==> config.mk <==
export PLATFORM = sky130hd
export DESIGN_NAME = cssp_clock_ctrl
export DESIGN_NICKNAME = d
export VERILOG_FILES = /design/src/design/cssp_pkg.sv /design/src/design/cssp_clock_ctrl.sv /design/src/design/cssp_sync3.sv /design/src/design/cssp_unlock.sv
export SDC_FILE = /design/constraint.sdc
export NUM_CORES = 1
export LEC_CHECK = 0
export BUFFER_PORTS_ARGS = -buffer_cell sky130_fd_sc_hd__clkbuf_2
export CAP_MARGIN = 25
export CORE_ASPECT_RATIO = 1.25
export CORE_UTILIZATION = 40
export DETAILED_ROUTE_END_ITERATION = 12
export HOLD_SLACK_MARGIN = 0.02
export PLACE_DENSITY = 0.62
export RECOVER_POWER = 100
export SYNTH_ARGS = -nofsm -noshare
export SYNTH_HDL_FRONTEND = slang
export SYNTH_SLANG_ARGS = --single-unit
==> constraint.sdc <==
create_clock -name mclk -period 4.14 [get_ports mclk]
set_input_delay 0.828 -clock mclk [delete_from_list [all_inputs] [get_ports mclk]]
set_output_delay 0.828 -clock mclk [all_outputs]
set_load 0.02 [all_outputs]
==> src/design/cssp_pkg.sv <==
// Package: codes, field positions, reset values and timing counts of the clock switch block
package cssp_pkg;
  // Source codes carried by the new-source and current-source fields
  typedef enum logic [2:0] {
    CSSP_SRC_FRC      = 3'h0,
    CSSP_SRC_FRC_PLL  = 3'h1,
    CSSP_SRC_PRI      = 3'h2,
    CSSP_SRC_PRI_PLL  = 3'h3,
    CSSP_SRC_SEC      = 3'h4,
    CSSP_SRC_LOW_POWER_RC_OSC     = 3'h5,
    CSSP_SRC_FRC_D16  = 3'h6,
    CSSP_SRC_FRC_DN   = 3'h7
  } cssp_src_type;

  // Field positions inside the control word
  localparam int CSSP_CUR_LSB     = 12;
  localparam int CSSP_NEW_LSB     = 8;
  localparam int CSSP_FREEZE_BIT  = 7;
  localparam int CSSP_LOCK_BIT    = 5;
  localparam int CSSP_FAIL_BIT    = 3;
  localparam int CSSP_SECEN_BIT   = 1;
  localparam int CSSP_REQ_BIT     = 0;

  // Unlock keys written to the key port, first then second
  localparam logic [7:0] CSSP_KEY_HI_1 = 8'h46;
  localparam logic [7:0] CSSP_KEY_HI_2 = 8'h57;
  localparam logic [7:0] CSSP_KEY_LO_1 = 8'h78;
  localparam logic [7:0] CSSP_KEY_LO_2 = 8'h9A;

  // Timing
  localparam int          CSSP_CLK_HZ        = 10000000;
  localparam int          CSSP_SETTLE_CYCLES = 10;
  localparam logic [3:0]  CSSP_SETTLE_LAST   = 4'(CSSP_SETTLE_CYCLES - 1);
  localparam logic [15:0] CSSP_OST_RESET     = 16'h0000;
  localparam logic [15:0] CSSP_WARM_LAST     = 16'h03FF;

  // Operand of the power-save instruction
  localparam logic CSSP_PS_SLEEP = 1'b0;
  localparam logic CSSP_PS_IDLE  = 1'b1;

  typedef enum {
    CSSP_ST_RUN,
    CSSP_ST_CHECK,
    CSSP_ST_WARM,
    CSSP_ST_SETTLE,
    CSSP_ST_SLEEP,
    CSSP_ST_IDLE
  } cssp_state_type;

  // Software write carrier
  typedef struct packed {
    logic       key_valid;
    logic [7:0] key;
    logic       hi_we;
    logic       lo_we;
    logic [7:0] hi_data;
    logic [7:0] lo_data;
    logic       fail_clear;
  } cssp_wr_type;

  // Oscillator enable outputs
  typedef struct packed {
    logic frc_on;
    logic pri_on;
    logic sec_on;
    logic low_power_rc_osc_on;
    logic pll_on;
  } cssp_osc_type;
endpackage

==> src/design/cssp_clock_ctrl.sv <==
// Clock source switching, fail-safe monitor and sleep/idle control
// Operation
// - Switching and fail-safe monitor work only when the config bit is 0.
// - With switching off, new-source field is ignored; status shows initial config.
// - With switching off, request bit ignores writes and stays zero.
// - Request to the current source clears request and aborts.
// - A valid switch clears PLL-settled and clock-fail bits.
// - Start new oscillator, wait start-up timer for crystal, PLL lock if used.
// - Count 10 new-clock cycles before changing over.
// - On completion clear request and copy new source into status.
// - Old source stops after switch, except needed low-power RC and secondary.
// - CPU keeps running on the old clock during the whole sequence.
// - Primary submode changes only by configuration, never by switching.
// - With monitor on, low-power RC runs always except in sleep.
// - Clock failure raises a trap and falls back to fast RC.
// - Failure on a PLL source falls back to fast RC through the PLL.
// - Sleep stops the system clock source, monitor and clocked peripherals.
// - Sleep entry clears enabled watchdog; low-power RC runs if watchdog on.
// - Wake on enabled interrupt, reset or watchdog time-out; same source after sleep.
// - Idle stops CPU, clears watchdog, keeps system clock and peripherals.
// - Idle wake restores the CPU clock at once.
// - Interrupt during the power-save instruction wakes right after entry.
// - Source codes: 0 FAST_INTERNAL_RC_OSC, 1 FAST_INTERNAL_RC_OSC PLL, 2 primary, 3 primary PLL, 4..7 others.
// - Freeze bit with switching on and monitor off refuses switches.
// - Monitor sets clock-fail flag; software reads and clears it.
`timescale 1ns/1ps
module cssp_clock_ctrl (
  input  wire logic                  mclk,
  input  wire logic                  rst_n,
  input  wire logic                  switch_monitor_config_bit,
  input  wire logic                  monitor_config_bit,
  input  wire cssp_pkg::cssp_src_type initial_source_config,
  input  wire logic [1:0]            primary_submode_config,
  input  wire cssp_pkg::cssp_wr_type sw_wr,
  input  wire logic                  watchdog_enable,
  input  wire logic                  watchdog_timeout,
  input  wire logic                  osc_startup_timer_done,
  input  wire logic                  pll_lock_pin,
  input  wire logic                  new_clock_pin,
  input  wire logic                  osc_fail_detect,
  input  wire logic                  power_save_instruction,
  input  wire logic                  power_save_operand,
  input  wire logic                  int_pending,
  output logic [15:0]                control_word,
  output cssp_pkg::cssp_src_type     sys_clock_select,
  output cssp_pkg::cssp_osc_type     osc_enable,
  output logic                       cpu_clock_enable,
  output logic                       periph_clock_enable,
  output logic                       watchdog_clear,
  output logic                       clock_fail_trap,
  output logic                       switch_busy,
  output logic [1:0]                 primary_submode
);
  // ==========================================================================
  // Types and state
  // ==========================================================================
  typedef struct packed {
    cssp_pkg::cssp_state_type fsm;
    cssp_pkg::cssp_src_type   cur_src;
    cssp_pkg::cssp_src_type   new_src;
    cssp_pkg::cssp_src_type   sys_src;
    cssp_pkg::cssp_src_type   old_src;
    logic                     freeze;
    logic                     sec_en;
    logic                     req;
    logic                     pll_settled;
    logic                     fail;
    logic                     new_clk_prev;
    logic [3:0]               settle_cnt;
    logic [15:0]              warm_cnt;
    logic                     started;
    logic [1:0]               submode;
    logic                     wdt_clear;
    logic                     trap;
    logic                     old_keep;
  } cssp_state_reg_type;

  cssp_state_reg_type st_reg;
  cssp_state_reg_type st_next;

  logic hi_open;
  logic lo_open;
  logic pll_lock;
  logic new_clk;
  logic fail_sync;

  // ==========================================================================
  // Helpers
  // ==========================================================================
  function automatic logic uses_pll(input cssp_pkg::cssp_src_type s);
    uses_pll = (s == cssp_pkg::CSSP_SRC_FRC_PLL) || (s == cssp_pkg::CSSP_SRC_PRI_PLL);
  endfunction

  function automatic logic is_primary(input cssp_pkg::cssp_src_type s);
    is_primary = (s == cssp_pkg::CSSP_SRC_PRI) || (s == cssp_pkg::CSSP_SRC_PRI_PLL);
  endfunction

  function automatic logic is_frc(input cssp_pkg::cssp_src_type s);
    is_frc = !is_primary(s) && (s != cssp_pkg::CSSP_SRC_SEC) && (s != cssp_pkg::CSSP_SRC_LOW_POWER_RC_OSC);
  endfunction

  // ==========================================================================
  // Unlock detectors and pin synchronisers
  // ==========================================================================
  cssp_unlock u_unlock_hi (
    .mclk       (mclk),
    .rst_n      (rst_n),
    .key_valid  (sw_wr.key_valid),
    .key        (sw_wr.key),
    .first_key  (cssp_pkg::CSSP_KEY_HI_1),
    .second_key (cssp_pkg::CSSP_KEY_HI_2),
    .open       (hi_open)
  );

  cssp_unlock u_unlock_lo (
    .mclk       (mclk),
    .rst_n      (rst_n),
    .key_valid  (sw_wr.key_valid),
    .key        (sw_wr.key),
    .first_key  (cssp_pkg::CSSP_KEY_LO_1),
    .second_key (cssp_pkg::CSSP_KEY_LO_2),
    .open       (lo_open)
  );

  cssp_sync3 u_sync_lock (.mclk(mclk), .rst_n(rst_n), .pin(pll_lock_pin), .level(pll_lock));
  cssp_sync3 u_sync_nclk (.mclk(mclk), .rst_n(rst_n), .pin(new_clock_pin), .level(new_clk));
  cssp_sync3 u_sync_fail (.mclk(mclk), .rst_n(rst_n), .pin(osc_fail_detect), .level(fail_sync));

  // ==========================================================================
  // Control
  // ==========================================================================
  logic sw_enabled;
  logic mon_enabled;
  logic frozen;
  logic new_edge;
  logic src_ready;
  logic wake;

  assign sw_enabled  = !switch_monitor_config_bit;
  assign mon_enabled = sw_enabled && !monitor_config_bit;
  assign frozen      = st_reg.freeze && sw_enabled && !mon_enabled;
  assign new_edge    = new_clk && !st_reg.new_clk_prev;
  // Warm-up counter stands in for the start-up timer when no pin reports it
  assign src_ready   = (!is_primary(st_reg.new_src) || osc_startup_timer_done
                        || (st_reg.warm_cnt == cssp_pkg::CSSP_WARM_LAST))
                       && (!uses_pll(st_reg.new_src) || pll_lock);
  assign wake        = int_pending || watchdog_timeout;

  always_comb begin
    st_next              = st_reg;
    st_next.new_clk_prev = new_clk;
    st_next.wdt_clear    = 1'b0;
    st_next.trap         = 1'b0;
    st_next.pll_settled  = st_reg.pll_settled || (uses_pll(st_reg.sys_src) && pll_lock);
    if (!st_reg.started) begin
      // Straps are caught on the first clock after reset release
      st_next.started = 1'b1;
      st_next.submode = primary_submode_config;
      st_next.cur_src = initial_source_config;
      st_next.sys_src = initial_source_config;
      st_next.new_src = initial_source_config;
    end
    // Software writes to protected bytes
    if (sw_wr.hi_we && hi_open && sw_enabled) begin
      st_next.new_src = cssp_pkg::cssp_src_type'(sw_wr.hi_data[2:0]);
    end
    if (sw_wr.lo_we && lo_open) begin
      st_next.freeze = st_reg.freeze || sw_wr.lo_data[cssp_pkg::CSSP_FREEZE_BIT];
      st_next.sec_en = sw_wr.lo_data[cssp_pkg::CSSP_SECEN_BIT];
      if (sw_enabled && !frozen && (st_reg.fsm == cssp_pkg::CSSP_ST_RUN)) begin
        st_next.req = sw_wr.lo_data[cssp_pkg::CSSP_REQ_BIT];
      end
    end
    if (sw_wr.fail_clear) begin
      st_next.fail = 1'b0;
    end
    case (st_reg.fsm)
      cssp_pkg::CSSP_ST_RUN: begin
        if (st_reg.req) begin
          st_next.fsm = cssp_pkg::CSSP_ST_CHECK;
        end else if (power_save_instruction) begin
          st_next.wdt_clear = watchdog_enable;
          st_next.fsm = (power_save_operand == cssp_pkg::CSSP_PS_SLEEP)
                        ? cssp_pkg::CSSP_ST_SLEEP : cssp_pkg::CSSP_ST_IDLE;
        end
      end
      cssp_pkg::CSSP_ST_CHECK: begin
        if (st_reg.new_src == st_reg.cur_src) begin
          st_next.req = 1'b0;
          st_next.fsm = cssp_pkg::CSSP_ST_RUN;
        end else begin
          st_next.pll_settled = 1'b0;
          st_next.fail        = 1'b0;
          st_next.warm_cnt    = '0;
          st_next.old_src     = st_reg.sys_src;
          st_next.fsm         = cssp_pkg::CSSP_ST_WARM;
        end
      end
      cssp_pkg::CSSP_ST_WARM: begin
        if (st_reg.warm_cnt != cssp_pkg::CSSP_WARM_LAST) begin
          st_next.warm_cnt = st_reg.warm_cnt + 16'h0001;
        end
        if (src_ready) begin
          st_next.settle_cnt = '0;
          st_next.fsm        = cssp_pkg::CSSP_ST_SETTLE;
        end
      end
      cssp_pkg::CSSP_ST_SETTLE: begin
        if (new_edge) begin
          if (st_reg.settle_cnt == cssp_pkg::CSSP_SETTLE_LAST) begin
            st_next.sys_src = st_reg.new_src;
            st_next.cur_src = st_reg.new_src;
            st_next.req     = 1'b0;
            st_next.fsm     = cssp_pkg::CSSP_ST_RUN;
          end else begin
            st_next.settle_cnt = st_reg.settle_cnt + 4'h1;
          end
        end
      end
      cssp_pkg::CSSP_ST_SLEEP, cssp_pkg::CSSP_ST_IDLE: begin
        // Pending interrupt is already seen here, so wake follows entry at once
        if (wake) begin
          st_next.fsm = cssp_pkg::CSSP_ST_RUN;
        end
      end
      default: begin
        st_next.fsm = cssp_pkg::CSSP_ST_RUN;
      end
    endcase
    // Fail-safe fallback overrides any switch in progress; not active in sleep
    if (mon_enabled && fail_sync && !st_reg.fail && (st_reg.fsm != cssp_pkg::CSSP_ST_SLEEP)) begin
      st_next.fail    = 1'b1;
      st_next.trap    = 1'b1;
      st_next.sys_src = uses_pll(st_reg.sys_src) ? cssp_pkg::CSSP_SRC_FRC_PLL
                                                 : cssp_pkg::CSSP_SRC_FRC;
      st_next.cur_src = st_next.sys_src;
      st_next.req     = 1'b0;
      st_next.fsm     = (st_reg.fsm == cssp_pkg::CSSP_ST_IDLE) ? st_next.fsm
                                                              : cssp_pkg::CSSP_ST_RUN;
    end
    if (!sw_enabled) begin
      st_next.req = 1'b0;
    end
  end

  always_ff @(posedge mclk) begin
    if (!rst_n) begin
      st_reg <= '{fsm: cssp_pkg::CSSP_ST_RUN, cur_src: cssp_pkg::CSSP_SRC_FRC_DN,
                  new_src: cssp_pkg::CSSP_SRC_FRC_DN, sys_src: cssp_pkg::CSSP_SRC_FRC_DN,
                  old_src: cssp_pkg::CSSP_SRC_FRC_DN, warm_cnt: cssp_pkg::CSSP_OST_RESET,
                  default: '0};
    end else begin
      st_reg <= st_next;
    end
  end

  // ==========================================================================
  // Outputs
  // ==========================================================================
  logic in_sleep;
  logic switching;

  assign in_sleep  = (st_reg.fsm == cssp_pkg::CSSP_ST_SLEEP);
  assign switching = (st_reg.fsm == cssp_pkg::CSSP_ST_WARM) || (st_reg.fsm == cssp_pkg::CSSP_ST_SETTLE);

  always_comb begin
    control_word = '0;
    control_word[cssp_pkg::CSSP_CUR_LSB +: 3] = st_reg.cur_src;
    control_word[cssp_pkg::CSSP_NEW_LSB +: 3] = st_reg.new_src;
    control_word[cssp_pkg::CSSP_FREEZE_BIT]   = st_reg.freeze;
    control_word[cssp_pkg::CSSP_LOCK_BIT]     = st_reg.pll_settled;
    control_word[cssp_pkg::CSSP_FAIL_BIT]     = st_reg.fail;
    control_word[cssp_pkg::CSSP_SECEN_BIT]    = st_reg.sec_en;
    control_word[cssp_pkg::CSSP_REQ_BIT]      = st_reg.req;
  end

  // System clock stays on the old source until the changeover edge
  assign sys_clock_select    = st_reg.sys_src;
  assign cpu_clock_enable    = (st_reg.fsm != cssp_pkg::CSSP_ST_SLEEP)
                               && (st_reg.fsm != cssp_pkg::CSSP_ST_IDLE);
  assign periph_clock_enable = !in_sleep;
  assign watchdog_clear      = st_reg.wdt_clear;
  assign clock_fail_trap     = st_reg.trap;
  assign switch_busy         = st_reg.req;
  assign primary_submode     = st_reg.submode;

  always_comb begin
    osc_enable         = '0;
    osc_enable.frc_on  = !in_sleep && (is_frc(st_reg.sys_src) || (switching && is_frc(st_reg.new_src)));
    osc_enable.pri_on  = !in_sleep && (is_primary(st_reg.sys_src)
                         || (switching && is_primary(st_reg.new_src)));
    osc_enable.pll_on  = !in_sleep && (uses_pll(st_reg.sys_src) || (switching && uses_pll(st_reg.new_src)));
    osc_enable.sec_on  = st_reg.sec_en || (!in_sleep && ((st_reg.sys_src == cssp_pkg::CSSP_SRC_SEC)
                         || (switching && (st_reg.new_src == cssp_pkg::CSSP_SRC_SEC))));
    osc_enable.low_power_rc_osc_on = watchdog_enable || (mon_enabled && !in_sleep)
                         || (!in_sleep && ((st_reg.sys_src == cssp_pkg::CSSP_SRC_LOW_POWER_RC_OSC)
                         || (switching && (st_reg.new_src == cssp_pkg::CSSP_SRC_LOW_POWER_RC_OSC))));
  end

  // ==========================================================================
  // Checks
  // ==========================================================================
  AST_REQ_HELD_ZERO: assert property (@(posedge mclk) disable iff (!rst_n)
    switch_monitor_config_bit |=> !control_word[cssp_pkg::CSSP_REQ_BIT])
    else $error("request bit set while switching disabled");

  AST_REDUNDANT_ABORT: assert property (@(posedge mclk) disable iff (!rst_n)
    (st_reg.fsm == cssp_pkg::CSSP_ST_CHECK) && (st_reg.new_src == st_reg.cur_src) && !fail_sync
    |=> !st_reg.req && (st_reg.fsm == cssp_pkg::CSSP_ST_RUN))
    else $error("redundant switch not aborted");

  AST_START_CLEARS: assert property (@(posedge mclk) disable iff (!rst_n)
    (st_reg.fsm == cssp_pkg::CSSP_ST_CHECK) && (st_reg.new_src != st_reg.cur_src) && !sw_wr.fail_clear
    |=> !control_word[cssp_pkg::CSSP_LOCK_BIT] || st_reg.trap)
    else $error("settled bit not cleared at switch start");

  AST_SWITCH_DONE: assert property (@(posedge mclk) disable iff (!rst_n)
    $fell(st_reg.req) && $past(st_reg.fsm == cssp_pkg::CSSP_ST_SETTLE) && sw_enabled
    |-> st_reg.cur_src == $past(st_reg.new_src) || st_reg.trap)
    else $error("status not updated on switch completion");

  AST_OLD_CLOCK_KEPT: assert property (@(posedge mclk) disable iff (!rst_n)
    (st_reg.fsm == cssp_pkg::CSSP_ST_WARM) ##1 (st_reg.fsm == cssp_pkg::CSSP_ST_WARM)
    |-> $stable(sys_clock_select))
    else $error("system clock moved before changeover");

  AST_FAIL_FALLBACK: assert property (@(posedge mclk) disable iff (!rst_n)
    clock_fail_trap |-> is_frc(sys_clock_select) && control_word[cssp_pkg::CSSP_FAIL_BIT])
    else $error("failure did not fall back to fast RC");

  AST_SLEEP_STOPS: assert property (@(posedge mclk) disable iff (!rst_n)
    in_sleep |-> !osc_enable.frc_on && !osc_enable.pri_on && !osc_enable.pll_on && !periph_clock_enable)
    else $error("source running in sleep");

  AST_WAKE_PROMPT: assert property (@(posedge mclk) disable iff (!rst_n)
    !cpu_clock_enable && wake |=> cpu_clock_enable)
    else $error("no wake on pending event");

  AST_SLEEP_SAME_SRC: assert property (@(posedge mclk) disable iff (!rst_n)
    in_sleep ##1 !in_sleep |-> $stable(sys_clock_select))
    else $error("source changed across sleep");

  AST_FREEZE_REFUSES: assert property (@(posedge mclk) disable iff (!rst_n)
    frozen && !st_reg.req |=> !st_reg.req)
    else $error("switch accepted while frozen");
endmodule

==> src/design/cssp_sync3.sv <==
// Three-stage synchroniser for a pin level; output changes when stages two and three agree
`timescale 1ns/1ps
module cssp_sync3 (
  input  wire logic mclk,
  input  wire logic rst_n,
  input  wire logic pin,
  output logic      level
);
  typedef struct packed {
    logic s1;
    logic s2;
    logic s3;
    logic level;
  } cssp_sync_type;

  cssp_sync_type st_reg;
  cssp_sync_type st_next;

  always_comb begin
    st_next    = st_reg;
    st_next.s1 = pin;
    st_next.s2 = st_reg.s1;
    st_next.s3 = st_reg.s2;
    if (st_reg.s2 == st_reg.s3) begin
      st_next.level = st_reg.s3;
    end
  end

  always_ff @(posedge mclk) begin
    if (!rst_n) begin
      st_reg <= '0;
    end else begin
      st_reg <= st_next;
    end
  end

  assign level = st_reg.level;
endmodule

==> src/design/cssp_unlock.sv <==
// Two-write unlock key detector for the protected control bytes
`timescale 1ns/1ps
module cssp_unlock (
  input  wire logic               mclk,
  input  wire logic               rst_n,
  input  wire logic               key_valid,
  input  wire logic [7:0]         key,
  input  wire logic [7:0]         first_key,
  input  wire logic [7:0]         second_key,
  output logic                    open
);
  typedef struct packed {
    logic armed;
    logic open;
  } cssp_unl_type;

  cssp_unl_type st_reg;
  cssp_unl_type st_next;

  // Window is one cycle only, so any stray write in between closes it
  always_comb begin
    st_next       = st_reg;
    st_next.open  = 1'b0;
    st_next.armed = key_valid && (key == first_key);
    if (key_valid && st_reg.armed && (key == second_key)) begin
      st_next.open  = 1'b1;
      st_next.armed = 1'b0;
    end
  end

  always_ff @(posedge mclk) begin
    if (!rst_n) begin
      st_reg <= '0;
    end else begin
      st_reg <= st_next;
    end
  end

  assign open = st_reg.open;

  AST_OPEN_AFTER_KEYS: assert property (@(posedge mclk) disable iff (!rst_n)
    open |-> $past(key_valid) && $past(key == second_key) && $past(key_valid, 2)
      && $past(key == first_key, 2)) else $error("unlock opened without key pair");
endmodule
==> results of run 1 <==
-- per-stage QoR --
stage	area, um^2	total power (W)
floorplan	3820	0.000985
global placement	4040	0.00102
detailed placement	4040	0.00102
CTS	4230	0.00159
global route	4200	0.00164
finish	4200	0.00157
-- layer usage --
layer	vias up	GRT usage [%]	wire length, um
li1	1539	-	-
met1	1455	22.1	3730
met2	61	28.3	4020
met3	10	4.28	293
met4	0	5.62	89
met5	-	0	0
-- cell type report --
cell class	instances	area [um^2]	area share [%]
multi-input cells	294	1770	42.2
flip-flops and latches	88	1760	42.0
clock inverters	7	70.1	1.67
clock buffers	9	124	2.95
inverters	8	30.0	0.715
repair buffers	65	292	6.94
well taps	120	150	3.58
-- logic make-up after synthesis --
kind of cell / share of synthesized area [%]
AOI/OAI and AO/OA: 16.1
xor gates and xnor gates: 0.948
adders and majority gates: 1.02
buffers and inverters: 7.55
DFF: 47.7
muxes: 0.813
other: 0.101
and+or+nand+nor: 25.8
-- placed cells by master (no fill, tap or decap), types with 5 or more instances in the layout --
cell type,instances
and2_1,9
nor4_2,5
nand4_1,10
dfxtp_1,88
nor4_1,5
o31ai_1,20
nor2b_1,13
a31oi_1,5
a211oi_1,8
nand2_1,33
or4_1,15
clkbuf_1,29
nor3_1,9
clkbuf_8,9
nor2_1,15
conb_1,34
and3_1,6
o21ai_0,10
inv_1,8
a21oi_1,27
clkbuf_2,34
nand3_1,11
nand2b_1,5
-- synthesized netlist by cell type (8+ instances only) --
master,n
a211oi_1,8
a21oi_1,27
and2_1,11
buf_4,21
clkbuf_1,12
dfxtp_1,88
inv_1,8
nand2_1,33
nand3_1,11
nand4_1,10
nor2_1,15
nor2b_1,13
nor3_1,9
o21ai_0,9
o31ai_1,20
or4_1,15
-- critical path, stage by stage, from the launching register on --
cell and delay [ns]:
dfxtp_1 0.31, nor4_1 0.42, nand4_1 0.36, or3_1 0.55, clkbuf_1 0.50, o21ai_0 0.30
clkbuf_1 0.59, o21bai_1 0.15
-- where the power goes --
group | leakage (nW) | internal (W) | switching (W) | total (W)
combinational | 0.744 | 0.0000401 | 0.0000621 | 0.000102
sequential | 0.725 | 0.000873 | 0.0000201 | 0.000893
clock | 0.0973 | 0.000237 | 0.000339 | 0.000576
total | 1.57 | 0.00115 | 0.000422 | 0.00157
-- final timing paths --
check	from	endpoint	slack (ns)	cells past startpoint
max	st_reg[68]	control_word[3]	0.81	7
min	u_unlock_hi.st_reg[1]	u_unlock_hi.open	0.43	2
max reg2reg	st_reg[68]	control_word[3]	0.81	7
min reg2reg	u_unlock_hi.st_reg[1]	u_unlock_hi.open	0.43	2
==> run metrics, run 1 <==
post-detail-place hpwl 5830 um; chip width roughly 88 um; #FFs+latches synth between 80 and 90; period utilization 80.5%; final net count 515; total of max-cap violations 0; routed len/inst about 14 um; cts repair resizes 0; Final Util a little under half; Synth area leaders dfxtp_1 48%, buf_4 4.3%, o31ai_1 4.1%, a21oi_1 3.7%, nand2_1 3.4%; Synth top area share between 40% and 50%; setup_tns 0 ns; clock sinks 88; clock-pin slew on the worst setup and hold paths 0.10 ns; grt ovf 0; first-pass GRT wire length approximately 13000 um; Worst Tran Pin Value ~1.5 ns; total setup buffers inserted after CTS 0; Worst-Skew Late Latency 0.36 ns; via count 3065; Syn. warnings 0; Ports 77; n_diodes 0; Hold Crit Class register to register; sequential-to-total area share from yosys stat 47.7%; DRC Markers 0; Worst setup EP type register; clock buffer depth 2; CP arrival 3.55 ns; Vias/cell approximately 5.2; outcome complete, no violations; cell area after synthesis 0.00369 mm^2; hold buffers post-CTS 0; dpl ws between 1 and 1.5 ns; Post-Synthesis Cells just under 400; number of global-route vias before repair 2800; Worst Skew 0.0119 ns; fin crit period 3.33 ns; area grow syn2layout 13.6%; H-Tree Depth 3; hold_ws 0.433 ns; Synth cell types 52; Largest register FFs 54; Crit Path Class register to register; RSZ-0062 raised after global routing false; fmax about 0.3 GHz; dpl cells 573; Core Rows 38; Pleak 1.57 nW; Synth area leader dfxtp_1; DRT iter0 DRCs 120; Port Buffers 61; core area 0.00884 mm^2; # setup viols final 0; Main synth FF type dfxtp_1; syn avg cell area 9.31 um^2; CP max FO 29; RePlAce Congestion 0.797; Total Die Area 0.00963 mm^2; Peak supply drop 0.255 mV; Root Buffer clkbuf_8; Synth async-reset ratio 0%; remaining antenna violation count 0; die height 109 um; total wire length 8130 um; pwr dens 374 mW/mm^2; PnR worst setup slack 0.807 ns; CTS Buf Count 9; Starting Density about two fifths; Max-slew headroom under 10%; number of synthesized flops with an enable pin 0; largest net degree at the start of global routing 37; final hold vios 0; fin. max-slew vios 0; WP data required 4.36 ns; layout cells sized above 1 12.5%; fillers 923; Total Routing Usage GR around 17%; initial antenna violation count 0; First-pass DRT Iterations 4; Non-Filler Instances 591; TritonCTS clock tree built; Startpoint Class register
Power figures use the tool's default switching activity.
==> inputs of run 2 (changes only) <==
ABC_AREA = 1   (was not set)
clock period = 3.32 ns   (was 4.14 ns; I/O delays follow)
==> run 2 against run 1 <==
Compared with the run above: hold slack lost 0.018 ns; register-to-register slack better by 0.27 ns; die area up 12%; largest cell class unchanged.
==> run metrics, run 2 <==
DP Area around 0.0045 mm^2; hold endpoint u_sync_fail.st_next[1]; Vias/cell around 4.6; Worst Tran Pin Value 1.40 ns; worst flop-to-flop path endpoint sys_clock_select[2]; DRT iter0 DRCs 141; r2r startpoint st_reg[50]; Synth area leader dfxtp_1; Compound-Gate Fraction of Synth Area 8.76%; simple-gate share of the synthesized area 32.7%; first-pass GRT wire length 14900 um; remaining antenna violation count 0; syn avg cell area 6.99 um^2; Syn. warnings 0; DRC Markers 0; Largest register FFs 54; chip width between 90 and 100 um; post-synthesis mux area share 0%; clock sinks 88; CP arrival about 2.3 ns; Post-Synth Adder-Cell Area 0.903%; total wire length 8930 um; Synth cell types 36; Worst setup EP type output port; Post-Synthesis Cells about 600; #FFs+latches synth 88; RePlAce Congestion 0.835; Synth Area in XOR/XNOR 2.74%; Core Rows 41; Worst Skew 0.00757 ns; cell area after synthesis 0.00416 mm^2; reg-to-reg setup timing slack 1.08 ns; RSZ-0062 raised after global routing false; via count 3724; worst-case reg-to-reg path depth 12; Power Total 0.00229 W; fin. max-slew vios 0; die height 116 um; number of global-route vias before repair 3367; core area approximately 0.010 mm^2; post-detail-place hpwl ~6700 um; Ports 77; clock buffer depth 2; Peak supply drop 0.462 mV; clock-pin slew on the worst setup and hold paths around 0.060 ns; commonest cells after routing, fill and taps aside 140 x nand2_1, 98 x nor2_1, 88 x dfxtp_1; Hold Startpoint u_sync_fail.st_next[2]; pwr dens 479 mW/mm^2; outcome complete, no violations; CP max FO 8; Hold Crit Class register to register; cell depth of the worst hold path 2; Pleak 2.16 nW; fmax about 0.34 GHz; hold buffers post-CTS 0; Startpoint Class register; final hold vios 0; total of max-cap violations 0; count leader, synth nand2_1; Worst-Skew Late Latency between 0.3 and 0.4 ns; fin crit period just under 3 ns; CTS Buf Count 9; Total Die Area 0.0108 mm^2; Main synth FF type dfxtp_1; Synth area leaders dfxtp_1 42%, nand2_1 13%, nor2_1 8.5%, inv_1 6.7%, buf_4 4.0%; period utilization 87.9%; First-pass DRT Iterations 4; final instance area ~0.0048 mm^2; area grow syn2layout 15.3%; largest net degree at the start of global routing 35; Crit Path Class register to output port; total setup buffers inserted after CTS 0; Root Buffer clkbuf_16; fillers 1049; initial antenna violation count 0; Total Routing Usage GR 17.6%; Port Buffers 61; final net count 717; setup_tns 0 ns; cts repair resizes 0; synth cell count leaders 140 x nand2_1, 94 x nor2_1, 88 x dfxtp_1; largest family of logic cells by synthesized area simple AND/OR/NAND/NOR gates; Starting Density 41.1%; most common cell after layout, fill and taps aside nand2_1; number of synthesized flops with an enable pin 0; routed len/inst 11.1 um; layout cells sized above 1 10.1%; sequential-to-total area share from yosys stat 42.4%; TritonCTS clock tree built; Max-slew headroom around 6.8%; # setup viols final 0; Synth async-reset ratio 0%; Synth top area share 42.4%; WP data required 2.66 ns; grt ovf 0; n_diodes 0; H-Tree Depth 3
[run 2: cell types whose count changed in the layout (fill, tap and decap cells not counted), sizes merged, moves of 7 or more]
cell    previous run  this run
xor2               0         9
nor2b             13         0
a211oi             8         0
nor4              10         3
nor2              15       101
inv               12        77
and2              11         0
nand3             11        34
o31ai             20         0
nand2             33       144
or4               15         0
o21ai             10        24
[run 2: area by class of cell]
class | count | area (um^2) | area share (%)
Multi-Input combinational cell | 431 | 1980 | 41.4
Tap cell | 129 | 161 | 3.37
Inverter | 76 | 288 | 6.01
Sequential cell | 88 | 1760 | 36.8
Timing Repair Buffer | 62 | 282 | 5.87
Clock buffer | 11 | 253 | 5.27
Clock inverter | 5 | 63.8 | 1.33
[run 2: logic make-up (layout without fill, tap and decap cells)]
kind of cell / after synthesis / in the layout
simple gates: 315 / 315
flops: 88 / 88
xor+xnor: 13 / 13
other cells: 1 / 34
fa+ha+maj: 3 / 3
compound gates: 66 / 66
buf+inv: 109 / 154
[run 2: how the worst max path moves through the flow]
stage	from	endpoint	slack [ns]	cells past startpoint
floorplan	st_reg[53]	osc_enable[0]	1.10	10
CTS	st_reg[50]	osc_enable[1]	0.49	12
global placement	st_reg[50]	osc_enable[1]	0.91	12
detailed placement	st_reg[50]	osc_enable[1]	0.86	12
global route	st_reg[51]	osc_enable[3]	0.20	10
finish	st_reg[50]	osc_enable[2]	0.40	10
[run 2: power by group]
| part | internal, W | total, W | leakage, nW | switching, W |
|---|---|---|---|---|
| logic | 0.0000478 | 0.000138 | 1.28 | 0.0000899 |
| registers | 0.00109 | 0.00111 | 0.725 | 0.0000210 |
| clock network | 0.000629 | 0.00105 | 0.152 | 0.000416 |
[run 2: worst max-delay path, stage by stage (launching register included)]
cell      delay (ns)
dfxtp_1         0.31
inv_1           0.05
nand2_1         0.04
nor2_1          0.23
nand2_1         0.08
nor2_1          0.34
nand2_2         0.17
nand2_2         0.18
a21oi_1         0.09
o21bai_1        0.18
clkbuf_1        0.25
[run 2: metal layers]
| layer | vias to the layer above | global-route usage, % | routed length [um] |
|---|---|---|---|
| li1 | 1958 | - | - |
| met2 | 81 | 31.9 | 4640 |
| met3 | 12 | 4.27 | 442 |
| met4 | 0 | 8.00 | 169 |
| met5 | - | 0 | 0 |
| met1 | 1673 | 19.3 | 3680 |
[run 2: metrics by stage]
stage | hold WS (ns) | std cells | setup slack (ns) | util [%]
CTS | 0.419 | 802 | 0.489 | 47.9
global route | 0.438 | 802 | 0.196 | 47.4
global placement | 0.398 | 786 | 0.912 | 44.8
detailed placement | 0.403 | 786 | 0.864 | 44.8
floorplan | 0.390 | 628 | 1.10 | -
finish | 0.415 | 802 | 0.400 | 47.4
